File: src/rtl/timer_pwm_capture_gated_pkg.sv
package timer_pwm_capture_gated_pkg;

  // register indices; byte address is four times the index
  localparam logic [2:0] IDX_CNT_HI    = 3'h0;
  localparam logic [2:0] IDX_CNT_LO    = 3'h1;
  localparam logic [2:0] IDX_RELOAD_HI = 3'h2;
  localparam logic [2:0] IDX_RELOAD_LO = 3'h3;
  localparam logic [2:0] IDX_PWM_HI    = 3'h4;
  localparam logic [2:0] IDX_PWM_LO    = 3'h5;
  localparam logic [2:0] IDX_CTL0      = 3'h6;
  localparam logic [2:0] IDX_CTL1      = 3'h7;

  // timer_control_zero fields
  localparam int CTL0_MODE_HI_BIT  = 7;
  localparam int CTL0_INT_SRC_MSB  = 4;
  localparam int CTL0_INT_SRC_LSB  = 3;
  localparam int CTL0_CAP_FLAG_BIT = 1;

  // timer_control_one fields
  localparam int CTL1_ENABLE_BIT  = 7;
  localparam int CTL1_POL_BIT     = 6;
  localparam int CTL1_PRESCALE_EXPONENT_MSB    = 5;
  localparam int CTL1_PRESCALE_EXPONENT_LSB    = 3;
  localparam int CTL1_MODE_LO_MSB = 2;

  // reset values and the count restart value
  localparam logic [15:0] CNT_RESET    = 16'h0001;
  localparam logic [15:0] RELOAD_RESET = 16'hFFFF;
  localparam logic [15:0] PWM_RESET    = 16'h0000;
  localparam logic [15:0] CNT_RESTART  = 16'h0001;

  typedef enum logic [3:0] {
    MODE_PWM_SINGLE = 4'h3,
    MODE_CAPTURE    = 4'h4,
    MODE_GATED      = 4'h6
  } mode_e;

  // interrupt_source_select encodings
  localparam logic [1:0] INT_SRC_DEASSERT_ONLY = 2'h2;
  localparam logic [1:0] INT_SRC_RELOAD_ONLY   = 2'h3;

endpackage : timer_pwm_capture_gated_pkg

File: src/rtl/timer_pwm_capture_gated.sv
// What this block does
// - PWM mode counts up; count equal to match inverts the output.
// - PWM mode at reload raises interrupt, restarts count at 0001H, keeps counting.
// - polarity one: output starts high, low on match, high again at reload.
// - polarity zero: output starts low, high on match, low again at reload.
// - PWM start count applies to the first pass only; later passes begin at 0001H.
// - the timer counts the prescaled system clock, not an external signal.
// - capture mode copies the count into the PWM byte registers on an edge.
// - in capture mode polarity picks rising or falling input edges.
// - capture raises interrupt, sets capture-cause flag, count left untouched.
// - capture mode at reload raises interrupt, clears flag, keeps counting.
// - gated mode start count applies to first pass; then restarts at 0001H.
// - gated mode interrupts on deassertion and reload; a field can pick one.
// - mode selector {high bit, three low bits}: 0011 PWM, 0100 capture.
// - prescaler divides by two to a 3-bit exponent; reset while disabled.
`timescale 1ns/100ps

module timer_pwm_capture_gated #(
  parameter int ADDR_W = 12
) (
  input  wire logic              mclk,
  input  wire logic              rst_b,
  input  wire logic              psel,
  input  wire logic              penable,
  input  wire logic              pwrite,
  input  wire logic [ADDR_W-1:0] paddr,
  input  wire logic [31:0]       pwdata,
  input  wire logic [3:0]        pstrb,
  output logic      [31:0]       prdata,
  output logic                   pready,
  output logic                   pslverr,
  input  wire logic              timerIn,
  output logic                   timerOut,
  output logic                   timerIrq
);

  typedef struct packed {
    logic [15:0] cnt;
    logic [15:0] reload;
    logic [15:0] pwm;
    logic        modeHi;
    logic [1:0]  intSrc;
    logic        capFlag;
    logic        enable;
    logic        pol;
    logic [2:0]  presExp;
    logic [2:0]  modeLo;
    logic [6:0]  pre;
    logic        outLvl;
    logic        tinPrev;
    logic [7:0]  lowHold;
    logic [31:0] rdata;
    logic        slvErr;
    logic        irq;
  } state_s;

  state_s stateReg;
  state_s stateNext;

  logic [3:0]        mode;
  logic [2:0]        idx;
  logic              addrOk;
  logic              setup;
  logic              access;
  logic [6:0]        preMask;
  logic              tick;
  logic              atReload;
  logic [15:0]       cntStep;
  logic              riseEdge;
  logic              fallEdge;
  logic              capEdge;
  logic [7:0]        rdByte;

  assign mode    = {stateReg.modeHi, stateReg.modeLo};
  assign idx     = paddr[4:2];
  assign addrOk  = (paddr[1:0] == 2'h0) && (paddr[ADDR_W-1:5] == '0);
  assign setup   = psel && !penable;
  assign access  = psel && penable;
  assign pready  = 1'b1;
  assign prdata  = stateReg.rdata;
  assign pslverr = stateReg.slvErr;
  assign timerIrq = stateReg.irq;

  // output idles at its starting level, so enabling never glitches the pin
  assign timerOut = stateReg.enable ? stateReg.outLvl : stateReg.pol;

  // divide by 2**exp: tick when the low exp bits of the free counter are all ones
  assign preMask  = 7'((8'h01 << stateReg.presExp) - 8'h01);
  assign tick     = stateReg.enable && ((stateReg.pre & preMask) == preMask);
  assign atReload = (stateReg.cnt == stateReg.reload);
  assign cntStep  = atReload ? timer_pwm_capture_gated_pkg::CNT_RESTART
                             : 16'(stateReg.cnt + 16'h0001);
  assign riseEdge = !stateReg.tinPrev && timerIn;
  assign fallEdge = stateReg.tinPrev && !timerIn;
  assign capEdge  = stateReg.pol ? riseEdge : fallEdge;

  always_comb
  begin
    rdByte = 8'h00;
    case (idx)
      timer_pwm_capture_gated_pkg::IDX_CNT_HI:
        rdByte = stateReg.cnt[15:8];
      timer_pwm_capture_gated_pkg::IDX_CNT_LO:
        rdByte = stateReg.enable ? stateReg.lowHold : stateReg.cnt[7:0];
      timer_pwm_capture_gated_pkg::IDX_RELOAD_HI:
        rdByte = stateReg.reload[15:8];
      timer_pwm_capture_gated_pkg::IDX_RELOAD_LO:
        rdByte = stateReg.reload[7:0];
      timer_pwm_capture_gated_pkg::IDX_PWM_HI:
        rdByte = stateReg.pwm[15:8];
      timer_pwm_capture_gated_pkg::IDX_PWM_LO:
        rdByte = stateReg.pwm[7:0];
      timer_pwm_capture_gated_pkg::IDX_CTL0:
      begin
        rdByte[timer_pwm_capture_gated_pkg::CTL0_MODE_HI_BIT] = stateReg.modeHi;
        rdByte[timer_pwm_capture_gated_pkg::CTL0_INT_SRC_MSB:
               timer_pwm_capture_gated_pkg::CTL0_INT_SRC_LSB] = stateReg.intSrc;
        rdByte[timer_pwm_capture_gated_pkg::CTL0_CAP_FLAG_BIT] = stateReg.capFlag;
      end
      timer_pwm_capture_gated_pkg::IDX_CTL1:
        rdByte = {stateReg.enable, stateReg.pol, stateReg.presExp, stateReg.modeLo};
      default:
        rdByte = 8'h00;
    endcase
  end

  always_comb
  begin
    stateNext         = stateReg;
    stateNext.irq     = 1'b0;
    stateNext.tinPrev = timerIn;

    // free prescaler, held at zero while disabled so each start divides cleanly
    if (stateReg.enable)
    begin
      stateNext.pre = 7'(stateReg.pre + 7'h01);
    end
    else
    begin
      stateNext.pre = 7'h00;
    end

    if (stateReg.enable)
    begin
      case (mode)
        timer_pwm_capture_gated_pkg::MODE_PWM_SINGLE:
        begin
          if (tick)
          begin
            stateNext.cnt = cntStep;
            if (atReload)
            begin
              stateNext.irq    = 1'b1;
              stateNext.outLvl = stateReg.pol;
            end
            else if (cntStep == stateReg.pwm)
            begin
              stateNext.outLvl = !stateReg.outLvl;
            end
          end
        end
        timer_pwm_capture_gated_pkg::MODE_CAPTURE:
        begin
          if (tick)
          begin
            stateNext.cnt = cntStep;
            if (atReload)
            begin
              stateNext.irq     = 1'b1;
              stateNext.capFlag = 1'b0;
            end
          end
          // capture after the reload clear, so a same-cycle capture wins the flag
          if (capEdge)
          begin
            stateNext.pwm     = stateReg.cnt;
            stateNext.irq     = 1'b1;
            stateNext.capFlag = 1'b1;
          end
        end
        timer_pwm_capture_gated_pkg::MODE_GATED:
        begin
          if (tick && timerIn)
          begin
            stateNext.cnt = cntStep;
            if (atReload &&
                (stateReg.intSrc != timer_pwm_capture_gated_pkg::INT_SRC_DEASSERT_ONLY))
            begin
              stateNext.irq = 1'b1;
            end
          end
          if (fallEdge &&
              (stateReg.intSrc != timer_pwm_capture_gated_pkg::INT_SRC_RELOAD_ONLY))
          begin
            stateNext.irq = 1'b1;
          end
        end
        default:
        begin
          stateNext.cnt = stateReg.cnt;
        end
      endcase
    end
    else
    begin
      stateNext.outLvl = stateReg.pol;
    end

    // apb: read data and error are registered in the setup cycle
    if (setup)
    begin
      stateNext.slvErr = !addrOk;
      stateNext.rdata  = addrOk ? {24'h000000, rdByte} : 32'h00000000;
    end

    if (access && !pwrite && addrOk && (idx == timer_pwm_capture_gated_pkg::IDX_CNT_HI))
    begin
      // reading the high byte freezes the low byte in the access cycle, one cycle after the high byte was sampled in setup
      stateNext.lowHold = stateReg.cnt[7:0];
    end

    // software writes override hardware updates in the same cycle
    if (access && pwrite && addrOk && pstrb[0])
    begin
      case (idx)
        timer_pwm_capture_gated_pkg::IDX_CNT_HI:
          stateNext.cnt[15:8] = pwdata[7:0];
        timer_pwm_capture_gated_pkg::IDX_CNT_LO:
          stateNext.cnt[7:0] = pwdata[7:0];
        timer_pwm_capture_gated_pkg::IDX_RELOAD_HI:
          stateNext.reload[15:8] = pwdata[7:0];
        timer_pwm_capture_gated_pkg::IDX_RELOAD_LO:
          stateNext.reload[7:0] = pwdata[7:0];
        timer_pwm_capture_gated_pkg::IDX_PWM_HI:
          stateNext.pwm[15:8] = pwdata[7:0];
        timer_pwm_capture_gated_pkg::IDX_PWM_LO:
          stateNext.pwm[7:0] = pwdata[7:0];
        timer_pwm_capture_gated_pkg::IDX_CTL0:
        begin
          // the capture-cause flag is hardware owned and ignores writes
          stateNext.modeHi = pwdata[timer_pwm_capture_gated_pkg::CTL0_MODE_HI_BIT];
          stateNext.intSrc = pwdata[timer_pwm_capture_gated_pkg::CTL0_INT_SRC_MSB:
                                    timer_pwm_capture_gated_pkg::CTL0_INT_SRC_LSB];
        end
        timer_pwm_capture_gated_pkg::IDX_CTL1:
        begin
          stateNext.enable  = pwdata[timer_pwm_capture_gated_pkg::CTL1_ENABLE_BIT];
          stateNext.pol     = pwdata[timer_pwm_capture_gated_pkg::CTL1_POL_BIT];
          stateNext.presExp = pwdata[timer_pwm_capture_gated_pkg::CTL1_PRESCALE_EXPONENT_MSB:
                                     timer_pwm_capture_gated_pkg::CTL1_PRESCALE_EXPONENT_LSB];
          stateNext.modeLo  = pwdata[timer_pwm_capture_gated_pkg::CTL1_MODE_LO_MSB:0];
        end
        default:
          stateNext.cnt = stateNext.cnt;
      endcase
    end
  end

  always_ff @(posedge mclk or negedge rst_b)
  begin
    if (!rst_b)
    begin
      stateReg         <= '0;
      stateReg.cnt     <= timer_pwm_capture_gated_pkg::CNT_RESET;
      stateReg.reload  <= timer_pwm_capture_gated_pkg::RELOAD_RESET;
      stateReg.pwm     <= timer_pwm_capture_gated_pkg::PWM_RESET;
    end
    else
    begin
      stateReg <= stateNext;
    end
  end

endmodule : timer_pwm_capture_gated

File: config.mk
export PLATFORM = sky130hd
export DESIGN_NAME = timer_pwm_capture_gated
export DESIGN_NICKNAME = d
export VERILOG_FILES = /design/src/rtl/timer_pwm_capture_gated_pkg.sv /design/src/rtl/timer_pwm_capture_gated.sv
export SDC_FILE = /design/constraint.sdc
export NUM_CORES = 1
export LEC_CHECK = 0
export ABC_AREA = 1
export BUFFER_PORTS_ARGS = -buffer_cell sky130_fd_sc_hd__buf_2
export CORE_ASPECT_RATIO = 0.7
export CORE_UTILIZATION = 62
export DETAILED_ROUTE_END_ITERATION = 12
export GPL_ROUTABILITY_DRIVEN = 0
export PLACE_DENSITY_LB_ADDON = 0.08
export SYNTH_ARGS = -nofsm -noshare
export SYNTH_HDL_FRONTEND = slang
export SYNTH_SLANG_ARGS = --single-unit
File: constraint.sdc
create_clock -name mclk -period 5.6 [get_ports mclk]
set_input_delay 0.56 -clock mclk [delete_from_list [all_inputs] [get_ports mclk]]
set_output_delay 0.56 -clock mclk [all_outputs]
set_load 0.02 [all_outputs]
; ---- Word level (Yosys, flattened, before mapping)
; Index checks and enable logic that the tools add are counted.
[totals]
ff_bits = 111
output_inout_bits = 36
elab_cells = 117
[op_classes]
bitwise_logic = 1
n_eq_ne = 18
mux = 43
n_reduce_logical = 33
shifts = 1
add_sub_neg = 3
[ops]
columns = op, count
row1 = $mux 16, 7
row2 = $mux 8, 8
row3 = $mux 51, 1
row4 = $eq 16x16->1, 2
row5 = $pmux 16 s2, 1
row6 = $mux 1, 17
row7 = $add 16x1->16 const B, 1
row8 = $pmux 1 s8, 2
row9 = $pmux 2 s8, 1
row10 = $logic_and 1x1->1, 15
row11 = $pmux 1 s7, 2
row12 = $pmux 2 s7, 1
row13 = $eq 3x3->1 const B, 4
row14 = $eq 4x3->1 const B, 2
row15 = $reduce_and 2->1, 4
row16 = $add 7x1->7 const B, 1
row17 = $and 7x7->7, 1
row18 = $eq 7x7->1, 1
row19 = $logic_not 7->1, 1
row20 = $mux 7, 1
row21 = $shl 1x3->7 const A, 1
row22 = $sub 7x1->7 const B, 1
row23 = $eq 3x2->1 const B, 2
row24 = $logic_not 1->1, 6
row25 = other kinds (13), 16

; ---- Longest topological paths before layout
; Gate-level depths: netlist (run 1).
[depth]
depth_word = 11
mapped_depth = 20

; ---- Worst setup path after synthesis (run 1)
; No wires, ideal clock.
[synth_path]
path_type = register to register
from = reg stateReg[95] (netlist bit)
to = reg stateReg[43] (netlist bit)
arrival_time_ps = 1904
path_stages_with_launch = 20
required_time_ps = 5483
n_path_buf = 2
setup_slack_ps = 3579
period_less_slack_ps = 2021
path_cell_list = dfstp_2 -> buf_4 -> inv_2 -> nand2_1 -> nand2_1 -> nor2_1 -> nand2_1 -> nor2_2 -> nand2_4 -> buf_6 -> nand3_1 -> nand2_1 -> nor2_1 -> nand2_1 -> nor2_1 -> nand2_1 -> nand2_1 -> nand2_1 -> nand2_1 -> nand2_1
[synth_via]
elab_chain_cells = 5
elab_cells_between_ends = 10
[synth_lines]
columns = item, line_no
row1 = from (decl), timer_pwm_capture_gated.sv:57  ; state_s stateReg;
row2 = from (signal assigned), timer_pwm_capture_gated.sv:270  ; stateReg <= stateNext;
row3 = $add 16x1->16 or $eq 16x16->1 (tied branches), "timer_pwm_capture_gated.sv:92, timer_pwm_capture_gated.sv:90"
row4 = $mux 16 or $mux 1 (tied branches), "timer_pwm_capture_gated.sv:91, timer_pwm_capture_gated.sv:151"
row5 = $eq 16x16->1 or $mux 1 (tied branches), "timer_pwm_capture_gated.sv:156, timer_pwm_capture_gated.sv:148"
row6 = $ne 3x1->1 (no source line) or $mux 1 (tied branches), n/a
row7 = $reduce_and 3->1 (no source line) or $mux 1 (tied branches), n/a
; Parallel ways exist; a longest one is shown, timed or not. The select of a mux whose other input is x is not followed.
; A chain may end at the register's enable or synchronous reset.

==> results by group, run 1 <==
GRT
  – First-pass GRT wire length: 25.5 mm
  – Antenna violations before repair: 1
  – Largest net degree at the start of global routing: 70
  – Remaining global-route overflow: 0
  – Vias in the first global route: 5,030
  – GRT Overall Usage: 36.3%

STA
  – Max-slew headroom: 32.7%
  – Worst-margin pin slew: 0.984 ns
  – Fin crit share: 58.0%
  – Slew Viols, Final: 0
  – Final Critical Period: 3.25 ns
  – WHS: 0.0742 ns
  – Post-route setup TNS: 0 ns
  – Worst Setup Slack, final: 2.35 ns
  – Fmax: 0.308 GHz
  – Setup Skew: 0.00733 ns
  – RSZ-0062 raised after global routing: no
  – Final hold violation count: 0
  – Setup violations, final: 0

Setup path
  – R2R Setup Slk: 2.35 ns
  – Number of cells on the critical path: 9
  – Worst EP required: 5.83 ns
  – Worst Reg-to-Reg Cells: 9
  – Crit Path Class: register to register
  – R2R Path Start: stateReg[58]
  – Critical path launch point: stateReg[58]
  – Worst-path fanout max: 27
  – Cell repeated most along the worst path: o21ai_1
  – Setup crit start kind: register
  – CP delay by family, top: simple AND/OR/NAND/NOR gates
  – Critical Path Sink: stateReg[100]
  – Buffers & Inverters on Critical Path: 3
  – CP cell instances: clkinv_1 > nor2_1 > o21ai_1 > nor2_2 > inv_2 > nand2_1 > nand3_1 > o21ai_1 > inv_1
  – Slowest cell on the critical path: dfrtp_1
  – Worst reg2reg endpoint: stateReg[100]
  – Crit path DAT: 3.48 ns
  – CP endpoint kind: register
  – Critical Path Max Stage Delay: 0.91 ns

Clock tree
  – CTS resizes: 0
  – Total CTS buffers: 9
  – Setup Buffers After CTS: 0
  – Clk root buf: clkbuf_16
  – Clk pin slew, worst setup/hold paths: 0.06 ns
  – Clock sinks: 87
  – Max clock buf depth: 2
  – Clock latency on the worst-skew pair: 0.35 ns
  – Htree depth: 3
  – CTS tree: done
  – Hold_buf cts: 0

Power
  – Switching Fraction: 23.4%
  – Cell Int Power: 1.02 mW
  – Seq pwr share: 47.6%
  – Power share of the clock group: 46.5%
  – Logic gate share of total power: 5.9%
  – Switch Pwr: 0.310 mW
  – Pwr dens: 218 mW/mm2
  – Lkg Pwr: 3.01 nW
  – VDD IR max: 0.174 mV

Cells and area
  – Most common cell after layout, fill and taps aside: nand2_1
  – Area growth from synthesis to layout: 6.48%
  – FF+latch area: 0.00220 mm2
  – Final Cell Area: 0.00607 mm2
  – Share of cells above drive strength 1: 11.6%
  – FILL cells: 772
  – Final #Nets: 907
  – Final Instance Count excl. Fillers: 977
  – Multi-input gate area: 0.00274 mm2
  – Commonest non-fill, non-tap cells in the layout: nand2_1, inv_1, o21ai_0, dfrtp_1, nor2_1

Route
  – Detailed Route Iter0 Violations: 776
  – Vias per inst: 5.89
  – DRC Markers: 0
  – Detailed Route WL: 16.6 mm
  – Via count: 5,753
  – Antenna-violating nets left: 0
  – Drt pass-1 iters: 8
  – WL per Instance: 17.0 um

Synth
  – Mapped Area: 0.00570 mm2
  – FF+latch count, synth: 87
  – Ys Warns: 0
  – Mapped Cells: 837
  – Largest family of logic cells by synthesized area: simple AND/OR/NAND/NOR gates
  – Synth Area in Compound Gates: 15.9%
  – Sequential area share after synthesis: 38.6%
  – Yosys top cell area share: 30.7%
  – Synth Area in XOR/XNOR: 0.922%
  – Main area contributors after synthesis: dfrtp_1, nand2_1, dfstp_2, o21ai_0, inv_1
  – Mux cell area share after synthesis: 0%
  – Post-synth cell types: 34
  – Post-synthesis adder-cell area fraction: 0.439%
  – Synth area leader: dfrtp_1
  – Mean Syn Cell Area: 6.81 um2
  – Simple-gate share of the synthesized area: 29.3%

Placement
  – Placed Area: 0.00576 mm2
  – Port Buf Inserts: 37
  – Pre-CTS WS: 2.48 ns
  – Placed cells: 960
  – Hpwl dp: 12.0 mm

Floorplan
  – Row count: 28
  – Core area: 0.00869 mm2
  – Initial Util: 65.6%
  – I/O pins: 90
  – Die H: 82.2 um
  – Die area: 0.00958 mm2
  – DIE WIDTH: 117 um

Min path
  – Min-Delay Path Class: input pin to asynchronous set/reset pin

Status
  – Outcome: finished, final reports clean

Flow run
  – Max Cap Viol: 0
sequential cells by signal (all words and copies together) (netlist names):
| signal | cells |
|---|---|
| pslverr | 1 |
| stateReg | 73 |
| mode | 4 |
| timerIrq | 1 |
| prdata | 8 |
how the worst min path moves through the flow:
stage | from | end | cells past startpoint
2_1_floorplan | rst_b | mode[0] | 0
3_3_place_gp | rst_b | stateReg[65] | 1
3_5_place_dp | rst_b | stateReg[65] | 1
4_1_cts | rst_b | stateReg[65] | 1
5_1_grt | rst_b | stateReg[98] | 1
6_report | rst_b | stateReg[65] | 1
kinds of logic (layout without fill, tap and decap cells):
group | after synthesis | in the layout
adders and majority gates | 2 | 2
xor gates and xnor gates | 6 | 6
and+or+nand+nor | 399 | 399
DFF | 87 | 87
buffers and inverters | 182 | 178
AOI/OAI and AO/OA | 159 | 159
other | 2 | 26
cell type report:
cell class / instances / share of cell area [%]
inverter: 122 / 7.55
clock buffer: 13 / 4.29
timing repair buffer: 40 / 3.47
antenna: 1 / 0.0413
tap: 120 / 2.48
multi-input combinational: 591 / 45.2
sequential: 87 / 36.2
clock inverter: 3 / 0.701
cell usage after synthesis (all sizes together):
cell and n:
conb 2, a31oi 1, nand4 7, ha 2, a22oi 2, and3 1, o21ai 99, dfstp 17
a2111oi 3, clkinv 2, xor2 6, buf 46, o221ai 6, o211ai 16, inv 120, a21oi 10
nand3 52, a211oi 1, o22ai 21, clkbuf 14, nand2 256, nor3 14, dfrtp 70, nor4 9
nor2 60
per-layer routing:
| metal | wire length, um | GRT usage, % |
|---|---|---|
| met1 | 6890 | 48.6 |
| met2 | 6880 | 55.3 |
| met3 | 2410 | 12.2 |
| met4 | 437 | 12.5 |
| met5 | 0 | 0 |
power by group through the flow:
| stage | combinational [mW] | sequential, mW | clock [mW] |
|---|---|---|---|
| after floorplan | 0.0497 | 0.642 | 0 |
| after global placement | 0.0736 | 0.642 | 0 |
| after detailed placement | 0.0752 | 0.642 | 0 |
| after CTS | 0.0755 | 0.631 | 0.621 |
| after global routing | 0.0847 | 0.631 | 0.641 |
| final | 0.0777 | 0.631 | 0.616 |
metrics by stage:
stage / power, mW / util [%]
CTS: 1.33 / 69.8
finish: 1.32 / 69.8
global route: 1.36 / 69.8
detailed placement: 0.717 / 66.3
global placement: 0.716 / 66.3
floorplan: 0.691 / -
Power figures use the tool's default switching activity.
==> inputs of run 2 (changes only) <==
--- a/config.mk
+++ b/config.mk
@@ -8,7 +8,7 @@
 export ABC_AREA = 1
 export BUFFER_PORTS_ARGS = -buffer_cell sky130_fd_sc_hd__buf_2
 export CORE_ASPECT_RATIO = 0.7
-export CORE_UTILIZATION = 62
+export CORE_UTILIZATION = 58
 export DETAILED_ROUTE_END_ITERATION = 12
 export GPL_ROUTABILITY_DRIVEN = 0
 export PLACE_DENSITY_LB_ADDON = 0.08
==> constraint.sdc (replaced) <==
create_clock -name mclk -period 3 [get_ports mclk]
set_input_delay 0.3 -clock mclk [delete_from_list [all_inputs] [get_ports mclk]]
set_output_delay 0.3 -clock mclk [all_outputs]
set_load 0.02 [all_outputs]
==> run 2 against run 1 <==
  * Via count down 0.43%
  * Total power rose by 82%
  * First-iteration DRC count shrank 20%
  * Sequential share of layout area fell by 0.27 points
  * Die area up 6.7%
  * Combinational power up 96%
  * Count of clock-buffer cells in the layout down 4
  * Utilization down 4.0 points
  * Hold slack better by 0.042 ns
  * Cell count rose by 1.1%
  * Final area grew 0.74%
  * Setup slack lost 2.1 ns
  * Critical path type unchanged
  * Critical endpoint is now stateReg[43]
  * Largest power group unchanged
  * Highest routed layer unchanged
==> results by group, run 2 (same netlist as run 1, synthesis figures left out) <==
Cells and area
  – Final #Nets: 915 (+0.88%)
  – Final Instance Count excl. Fillers: 988 (+1.1%)
  – Area growth from synthesis to layout: 7.27%
  – Layout Utilization: 65.8% (-4.0 points)
  – Commonest non-fill, non-tap cells in the layout: nand2_1, inv_1, o21ai_0, dfrtp_1, nor2_1
  – Share of cells above drive strength 1: 12.5% (+0.93 points)
  – Max FFs per register: 73 (unchanged)
  – Largest Register: stateReg
  – ANT cells: 0 (-1)
  – FILL cells: 854 (+11%)
  – FF+latch area: 0.00220 mm2 (unchanged)
  – Multi-input gate area: 0.00274 mm2 (unchanged)
  – Most common cell after layout, fill and taps aside: nand2_1

Status
  – Outcome: finished, final reports clean

Clock tree
  – Htree depth: 3 (unchanged)
  – Total CTS buffers: 9 (unchanged)
  – CTS tree: done
  – Max clock buf depth: 2 (unchanged)
  – Clk pin slew, worst setup/hold paths: 0.07 ns (about the same)
  – Setup Buffers After CTS: 0 (unchanged)
  – Clock latency on the worst-skew pair: 0.35 ns (about the same)
  – Clock sinks: 87 (unchanged)
  – Clk root buf: clkbuf_16

Route
  – DRC Markers: 0 (unchanged)
  – Via count: 5,728 (-0.43%)
  – Detailed Route WL: 16.7 mm (+0.71%)
  – WL per Instance: 16.9 um (-0.41%)
  – Detailed Route Iter0 Violations: 624 (-20%)
  – Antenna-violating nets left: 0 (unchanged)
  – Drt pass-1 iters: 6 (-2)
  – Vias per inst: 5.80 (-1.5%)

Floorplan
  – Core area: 0.00929 mm2 (+6.9%)
  – Die area: 0.0102 mm2 (+6.7%)
  – Die H: 84.9 um (+3.3%)
  – I/O pins: 90 (unchanged)
  – Initial Util: 61.3% (-4.2 points)
  – DIE WIDTH: 120 um (+3.3%)
  – Row count: 29 (+3.6%)

Placement
  – Hpwl dp: 12.4 mm (+3.1%)
  – Port Buf Inserts: 37 (unchanged)
  – Placed cells: 971 (+1.1%)

GRT
  – Met3 usage in global routing: 11.8% (-0.36 points)
  – Largest net degree at the start of global routing: 47 (-33%)
  – Vias in the first global route: 5,193 (+3.2%)
  – Antenna violations before repair: 0 (-1)
  – GR Util met1: 48.1% (-0.54 points)
  – Remaining global-route overflow: 0 (unchanged)
  – GRT Overall Usage: 34.7% (-1.7 points)
  – Met2 GRT Util: 50.8% (-4.5 points)
  – GRT busiest layer: met2
  – First-pass GRT wire length: 26.7 mm (+4.8%)

Power
  – Switch Pwr: 0.631 mW (+100%)
  – VDD IR max: 0.347 mV (+99%)
  – Pwr dens: 395 mW/mm2 (+81%)
  – Switching Fraction: 26.2% (+2.8 points)
  – Lkg Pwr: 3.03 nW (+0.84%)
  – Logic gate share of total power: 6.3% (+0.4 points)
  – Power share of the clock group: 44.9% (-1.6 points)
  – Seq pwr share: 48.8% (+1.2 points)
  – Overall Power: 2.41 mW (+82%)
  – Cell Int Power: 1.78 mW (+75%)

Flow run
  – Max Cap Viol: 0 (unchanged)

STA
  – Worst-margin pin slew: 0.796 ns (-0.187 ns)
  – Final Critical Period: 2.70 ns (-0.545 ns)
  – Fmax: 0.370 GHz (+20%)
  – Setup Skew: 0.00688 ns (-0.000451 ns)
  – Final hold violation count: 0 (unchanged)
  – Slew Viols, Final: 0 (unchanged)
  – Fin crit share: 90.2% (+32 points)
  – RSZ-0062 raised after global routing: no
  – Setup violations, final: 0 (unchanged)
  – Max-slew headroom: 45.5% (+13 points)
  – Post-route setup TNS: 0 ns (unchanged)

Setup path
  – Crit Path Class: register to register
  – Crit path DAT: 2.94 ns (-0.54 ns)
  – Buffers & Inverters on Critical Path: 0 (-3)
  – Critical path launch point: stateReg[95]
  – Worst-path fanout max: 11 (-59%)
  – Setup crit start kind: register
  – Critical Path Max Stage Delay: 0.66 ns (-0.25 ns)
  – CP delay by family, top: simple AND/OR/NAND/NOR gates
  – CP endpoint kind: register
  – R2R Path Start: stateReg[95]
  – Worst EP required: 3.24 ns (-2.59 ns)
  – CP cell instances: ha_1 > nand3_1 > nor2_1 > nand4_1 > nand2_1 > nand2_1 > nand2_1 > nand2_1 > nor2_1 > nand2_1 > nor2_1 > nand2_1 > nand2_1 > nand2_1 > nand2_1 > nand2_1
  – Cell repeated most along the worst path: nand2_1
  – Slowest cell on the critical path: dfstp_2

Min path
  – Min-Delay Path Class: input pin to register
  – Worst hold start: timerIn
==> run 2: changes by cell type in the layout (fill, tap and decap cells not counted), sizes merged <==
cell / previous run / this run
clkinv: 3 / 5
bufinv: 1 / 0
diode: 1 / 0
clkbuf: 13 / 9
buf: 40 / 47
clkinvlp: 1 / 2
inv: 120 / 122
dlygate4sd3: 0 / 1
==> run 2: power groups by stage <==
stage | logic (mW) | clock network, mW | registers, mW
4_1_cts | 0.148 | 1.09 | 1.18
6_report | 0.152 | 1.08 | 1.18
2_1_floorplan | 0.0927 | 0 | 1.20
3_3_place_gp | 0.144 | 0 | 1.20
5_1_grt | 0.165 | 1.14 | 1.18
3_5_place_dp | 0.146 | 0 | 1.20
==> run 2: metrics by stage <==
| stage | hold WS [ns] | area, um2 | setup slack [ns] |
|---|---|---|---|
| after floorplan | 0.00441 | 5780 | 0.979 |
| after global placement | 0.286 | 5820 | 0.464 |
| after detailed placement | 0.296 | 5820 | 0.386 |
| after CTS | 0.113 | 6110 | 0.349 |
| after global routing | 0.107 | 6110 | 0.0979 |
| final | 0.116 | 6110 | 0.295 |
==> run 2: worst reg2reg max path, cell delays in order (launching register included) <==
cell and delay [ns]:
dfstp_2 0.66, ha_1 0.27, nand3_1 0.16, nor2_1 0.29, nand4_1 0.13, nand2_1 0.14
nand2_1 0.08, nand2_1 0.10, nand2_1 0.05, nor2_1 0.19, nand2_1 0.07, nor2_1 0.10
nand2_1 0.09, nand2_1 0.10, nand2_1 0.06, nand2_1 0.06, nand2_1 0.05
==> run 2: routing by layer <==
layer  vias to the layer above  part of all wire, %
li1                       2687                    -
met1                      2654                   44
met2                       351                   41
met3                        36                   13
met4                         0                  2.3
met5                         -                    0
==> run 2: final timing paths <==
check                          endpoint  cells after the start  slack, ns
setup / recovery           stateReg[43]                     16       0.30
hold / removal             stateReg[42]                      1       0.12
setup reg to reg           stateReg[43]                     16       0.30
hold reg to reg               prdata[2]                      2       0.49
max in group asynchronous  stateReg[88]                      3       1.75
min in group asynchronous  stateReg[67]                      2       0.46
==> run 2: final cells by class <==
type                            count  area share (%)
Timing Repair Buffer               48            4.46
Clock inverter                      7           0.942
Inverter                          122            7.49
Tap cell                          124            2.54
Multi-Input combinational cell    591            44.9
Sequential cell                    87            36.0
Clock buffer                        9            3.69
==> run 2: repair_timing <==
action / CTS / global route
hold endpoints to repair: 31 / 0
hold buffers: 1 / 0
gates resized for setup: 0 / 0
==> inputs of run 3 (changes only) <==
--- a/config.mk
+++ b/config.mk
@@ -7,8 +7,10 @@
 export LEC_CHECK = 0
 export ABC_AREA = 1
 export BUFFER_PORTS_ARGS = -buffer_cell sky130_fd_sc_hd__buf_2
+export CELL_PAD_IN_SITES_DETAIL_PLACEMENT = 1
+export CELL_PAD_IN_SITES_GLOBAL_PLACEMENT = 1
 export CORE_ASPECT_RATIO = 0.7
-export CORE_UTILIZATION = 58
+export CORE_UTILIZATION = 41
 export DETAILED_ROUTE_END_ITERATION = 12
 export GPL_ROUTABILITY_DRIVEN = 0
 export PLACE_DENSITY_LB_ADDON = 0.08
==> run 3 against run 2 <==
  * Cell count up 6.5%
  * Hold slack got worse by 0.086 ns
  * Sequential power is essentially flat
  * Combinational power rose by 3%
  * Fmax down 1.4%
  * Count of clock-buffer cells in the layout grew 1
  * Critical path depth up 1
  * Global-route usage is 4.1 points lower
==> results by group, run 3 (same netlist as run 1, synthesis figures left out) <==
Clock tree
  – Max clock buf depth: 2 (unchanged)
  – Clk pin slew, worst setup/hold paths: 0.07 ns (about the same)
  – Setup Buffers After CTS: 0 (unchanged)
  – Htree depth: 3 (unchanged)
  – Hold_buf cts: 0 (-1)
  – Total CTS buffers: 9 (unchanged)
  – Clock latency on the worst-skew pair: 0.35 ns (about the same)
  – Clk root buf: clkbuf_16
  – CTS resizes: 0 (unchanged)
  – CTS tree: done
  – Clock sinks: 87 (unchanged)

Route
  – WL per Instance: 19.5 um (+15%)
  – DRC Markers: 0 (unchanged)
  – Detailed Route WL: 20.5 mm (+22%)
  – Drt pass-1 iters: 5 (-1)
  – Via count: 5,831 (+1.8%)
  – Antenna-violating nets left: 0 (unchanged)
  – Vias per inst: 5.54 (-4.4%)
  – Detailed Route Iter0 Violations: 440 (-29%)

STA
  – Setup Skew: 0.00798 ns (+0.00110 ns)
  – Final Critical Period: 2.74 ns (+0.0372 ns)
  – Fin crit share: 91.4% (+1.2 points)
  – Worst-margin pin slew: 1.06 ns (+0.263 ns)
  – RSZ-0062 raised after global routing: no
  – Fmax: 0.365 GHz (-1.4%)
  – Setup violations, final: 0 (unchanged)
  – Max-slew headroom: 27.6% (-18 points)
  – Post-route setup TNS: 0 ns (unchanged)
  – Final hold violation count: 0 (unchanged)
  – Slew Viols, Final: 0 (unchanged)

Setup path
  – Cell repeated most along the worst path: nand2_1
  – CP endpoint kind: register
  – Worst-path fanout max: 7 (-4)
  – Worst EP required: 3.24 ns (about the same)
  – Crit Path Class: register to register
  – Setup crit start kind: register
  – CP cell instances: ha_1 > nand3_1 > inv_1 > nand2_1 > xor2_1 > inv_1 > nand2_1 > nand2_1 > nand2_1 > nor2_1 > nand2_1 > nor2_1 > nand2_1 > nand2_1 > nand2_1 > nand2_1 > nand2_1
  – Buffers & Inverters on Critical Path: 2 (+2)
  – Critical Path Max Stage Delay: 0.65 ns (about the same)
  – Crit path DAT: 2.99 ns (+0.05 ns)
  – Slowest cell on the critical path: dfstp_2
  – CP delay by family, top: simple AND/OR/NAND/NOR gates

Power
  – VDD IR max: 0.260 mV (-25%)
  – Pwr dens: 391 mW/mm2 (-1.0%)
  – Overall Power: 2.42 mW (+0.42%)
  – Lkg Pwr: 3.04 nW (+0.34%)

Cells and area
  – Max FFs per register: 73 (unchanged)
  – Final #Nets: 918 (+0.33%)
  – Commonest non-fill, non-tap cells in the layout: nand2_1, inv_1, o21ai_0, dfrtp_1, nor2_1
  – FILL cells: 1,787 (+110%)
  – Final Instance Count excl. Fillers: 1,052 (+6.5%)
  – Area growth from synthesis to layout: 8.81%
  – Share of cells above drive strength 1: 12.8% (+0.30 points)
  – Largest Register: stateReg
  – Final Cell Area: 0.00620 mm2 (+1.4%)
  – ANT cells: 0 (unchanged)
  – Most common cell after layout, fill and taps aside: nand2_1

GRT
  – GRT busiest layer: met2
  – GRT Overall Usage: 30.6% (-4.1 points)
  – GR Util met1: 43.3% (-4.8 points)
  – Antenna violations before repair: 0 (unchanged)
  – Remaining global-route overflow: 0 (unchanged)
  – Met3 usage in global routing: 5.94% (-5.9 points)
  – Vias in the first global route: 5,755 (+11%)
  – Met2 GRT Util: 47.3% (-3.5 points)
  – Largest net degree at the start of global routing: 58 (+23%)
  – First-pass GRT wire length: 32.5 mm (+22%)

Placement
  – Hpwl dp: 15.5 mm (+25%)
  – Port Buf Inserts: 37 (unchanged)
  – Placed Area: 0.00592 mm2 (+1.8%)
  – Placed cells: 1,036 (+6.7%)

Flow run
  – Max Cap Viol: 0 (unchanged)

Status
  – Outcome: finished, final reports clean

Floorplan
  – Initial Util: 42.7% (-19 points)
  – Core area: 0.0134 mm2 (+44%)
  – Die area: 0.0144 mm2 (+41%)
  – DIE WIDTH: 143 um (+19%)
  – I/O pins: 90 (unchanged)
  – Die H: 101 um (+18%)
  – Row count: 35 (+21%)

Min path
  – Min-Delay Path Class: input pin to asynchronous set/reset pin
[run 3: cell types whose count changed in the layout (fill, tap and decap cells not counted)]
cell / previous run / this run
buf_4: 11 / 15
clkbuf_1: 0 / 1
clkinv_4: 2 / 0
clkinvlp_4: 2 / 3
dlygate4sd3_1: 1 / 0
inv_6: 1 / 2
inv_8: 1 / 0
[run 3: layout make-up]
| class | count | area [um2] | area share [%] |
|---|---|---|---|
| Inverter | 122 | 458 | 7.39 |
| Multi-Input combinational cell | 591 | 2740 | 44.3 |
| Clock buffer | 10 | 229 | 3.69 |
| Timing Repair Buffer | 51 | 293 | 4.72 |
| Sequential cell | 87 | 2200 | 35.5 |
| Clock inverter | 6 | 45.0 | 0.727 |
| Tap cell | 185 | 231 | 3.73 |
[run 3: per-stage QoR]
stage	worst slack (ns)	util (%)	hold slack, ns
after detailed placement	0.375	44.4	0.436
after CTS	0.341	46.4	0.0598
after global routing	0.116	46.4	0.0846
final	0.258	46.4	0.0299
after global placement	0.440	44.4	0.422
after floorplan	0.979	-	0.00441
[run 3: per-layer routing]
layer  up-vias  share of wire [%]  wire length [um]
li1       2698                  -                 -
met2       233                 43              8770
met5         -                  0                 0
met1      2868                 47              9590
met3        32                8.5              1750
met4         0                1.9               384
[run 3: path summary, 6_finish.rpt]
kind / cells past startpoint / startpoint / slack [ns] / end
hold / removal: 1 / rst_b / 0.03 / stateReg[96]
min in group mclk: 1 / timerIn / 0.14 / stateReg[42]
setup reg to reg: 17 / stateReg[95] / 0.26 / stateReg[43]
setup / recovery: 17 / stateReg[95] / 0.26 / stateReg[43]
max in group asynchronous: 2 / rst_b / 2.15 / stateReg[82]
hold reg to reg: 2 / stateReg[40] / 0.49 / stateReg[40]
[run 3: report_power, final]
part / internal [mW] / leakage (nW) / switching [mW]
logic: 0.0310 / 1.87 / 0.126
registers: 1.18 / 1.05 / 0.00149
clock network: 0.567 / 0.126 / 0.521
total: 1.77 / 3.04 / 0.648
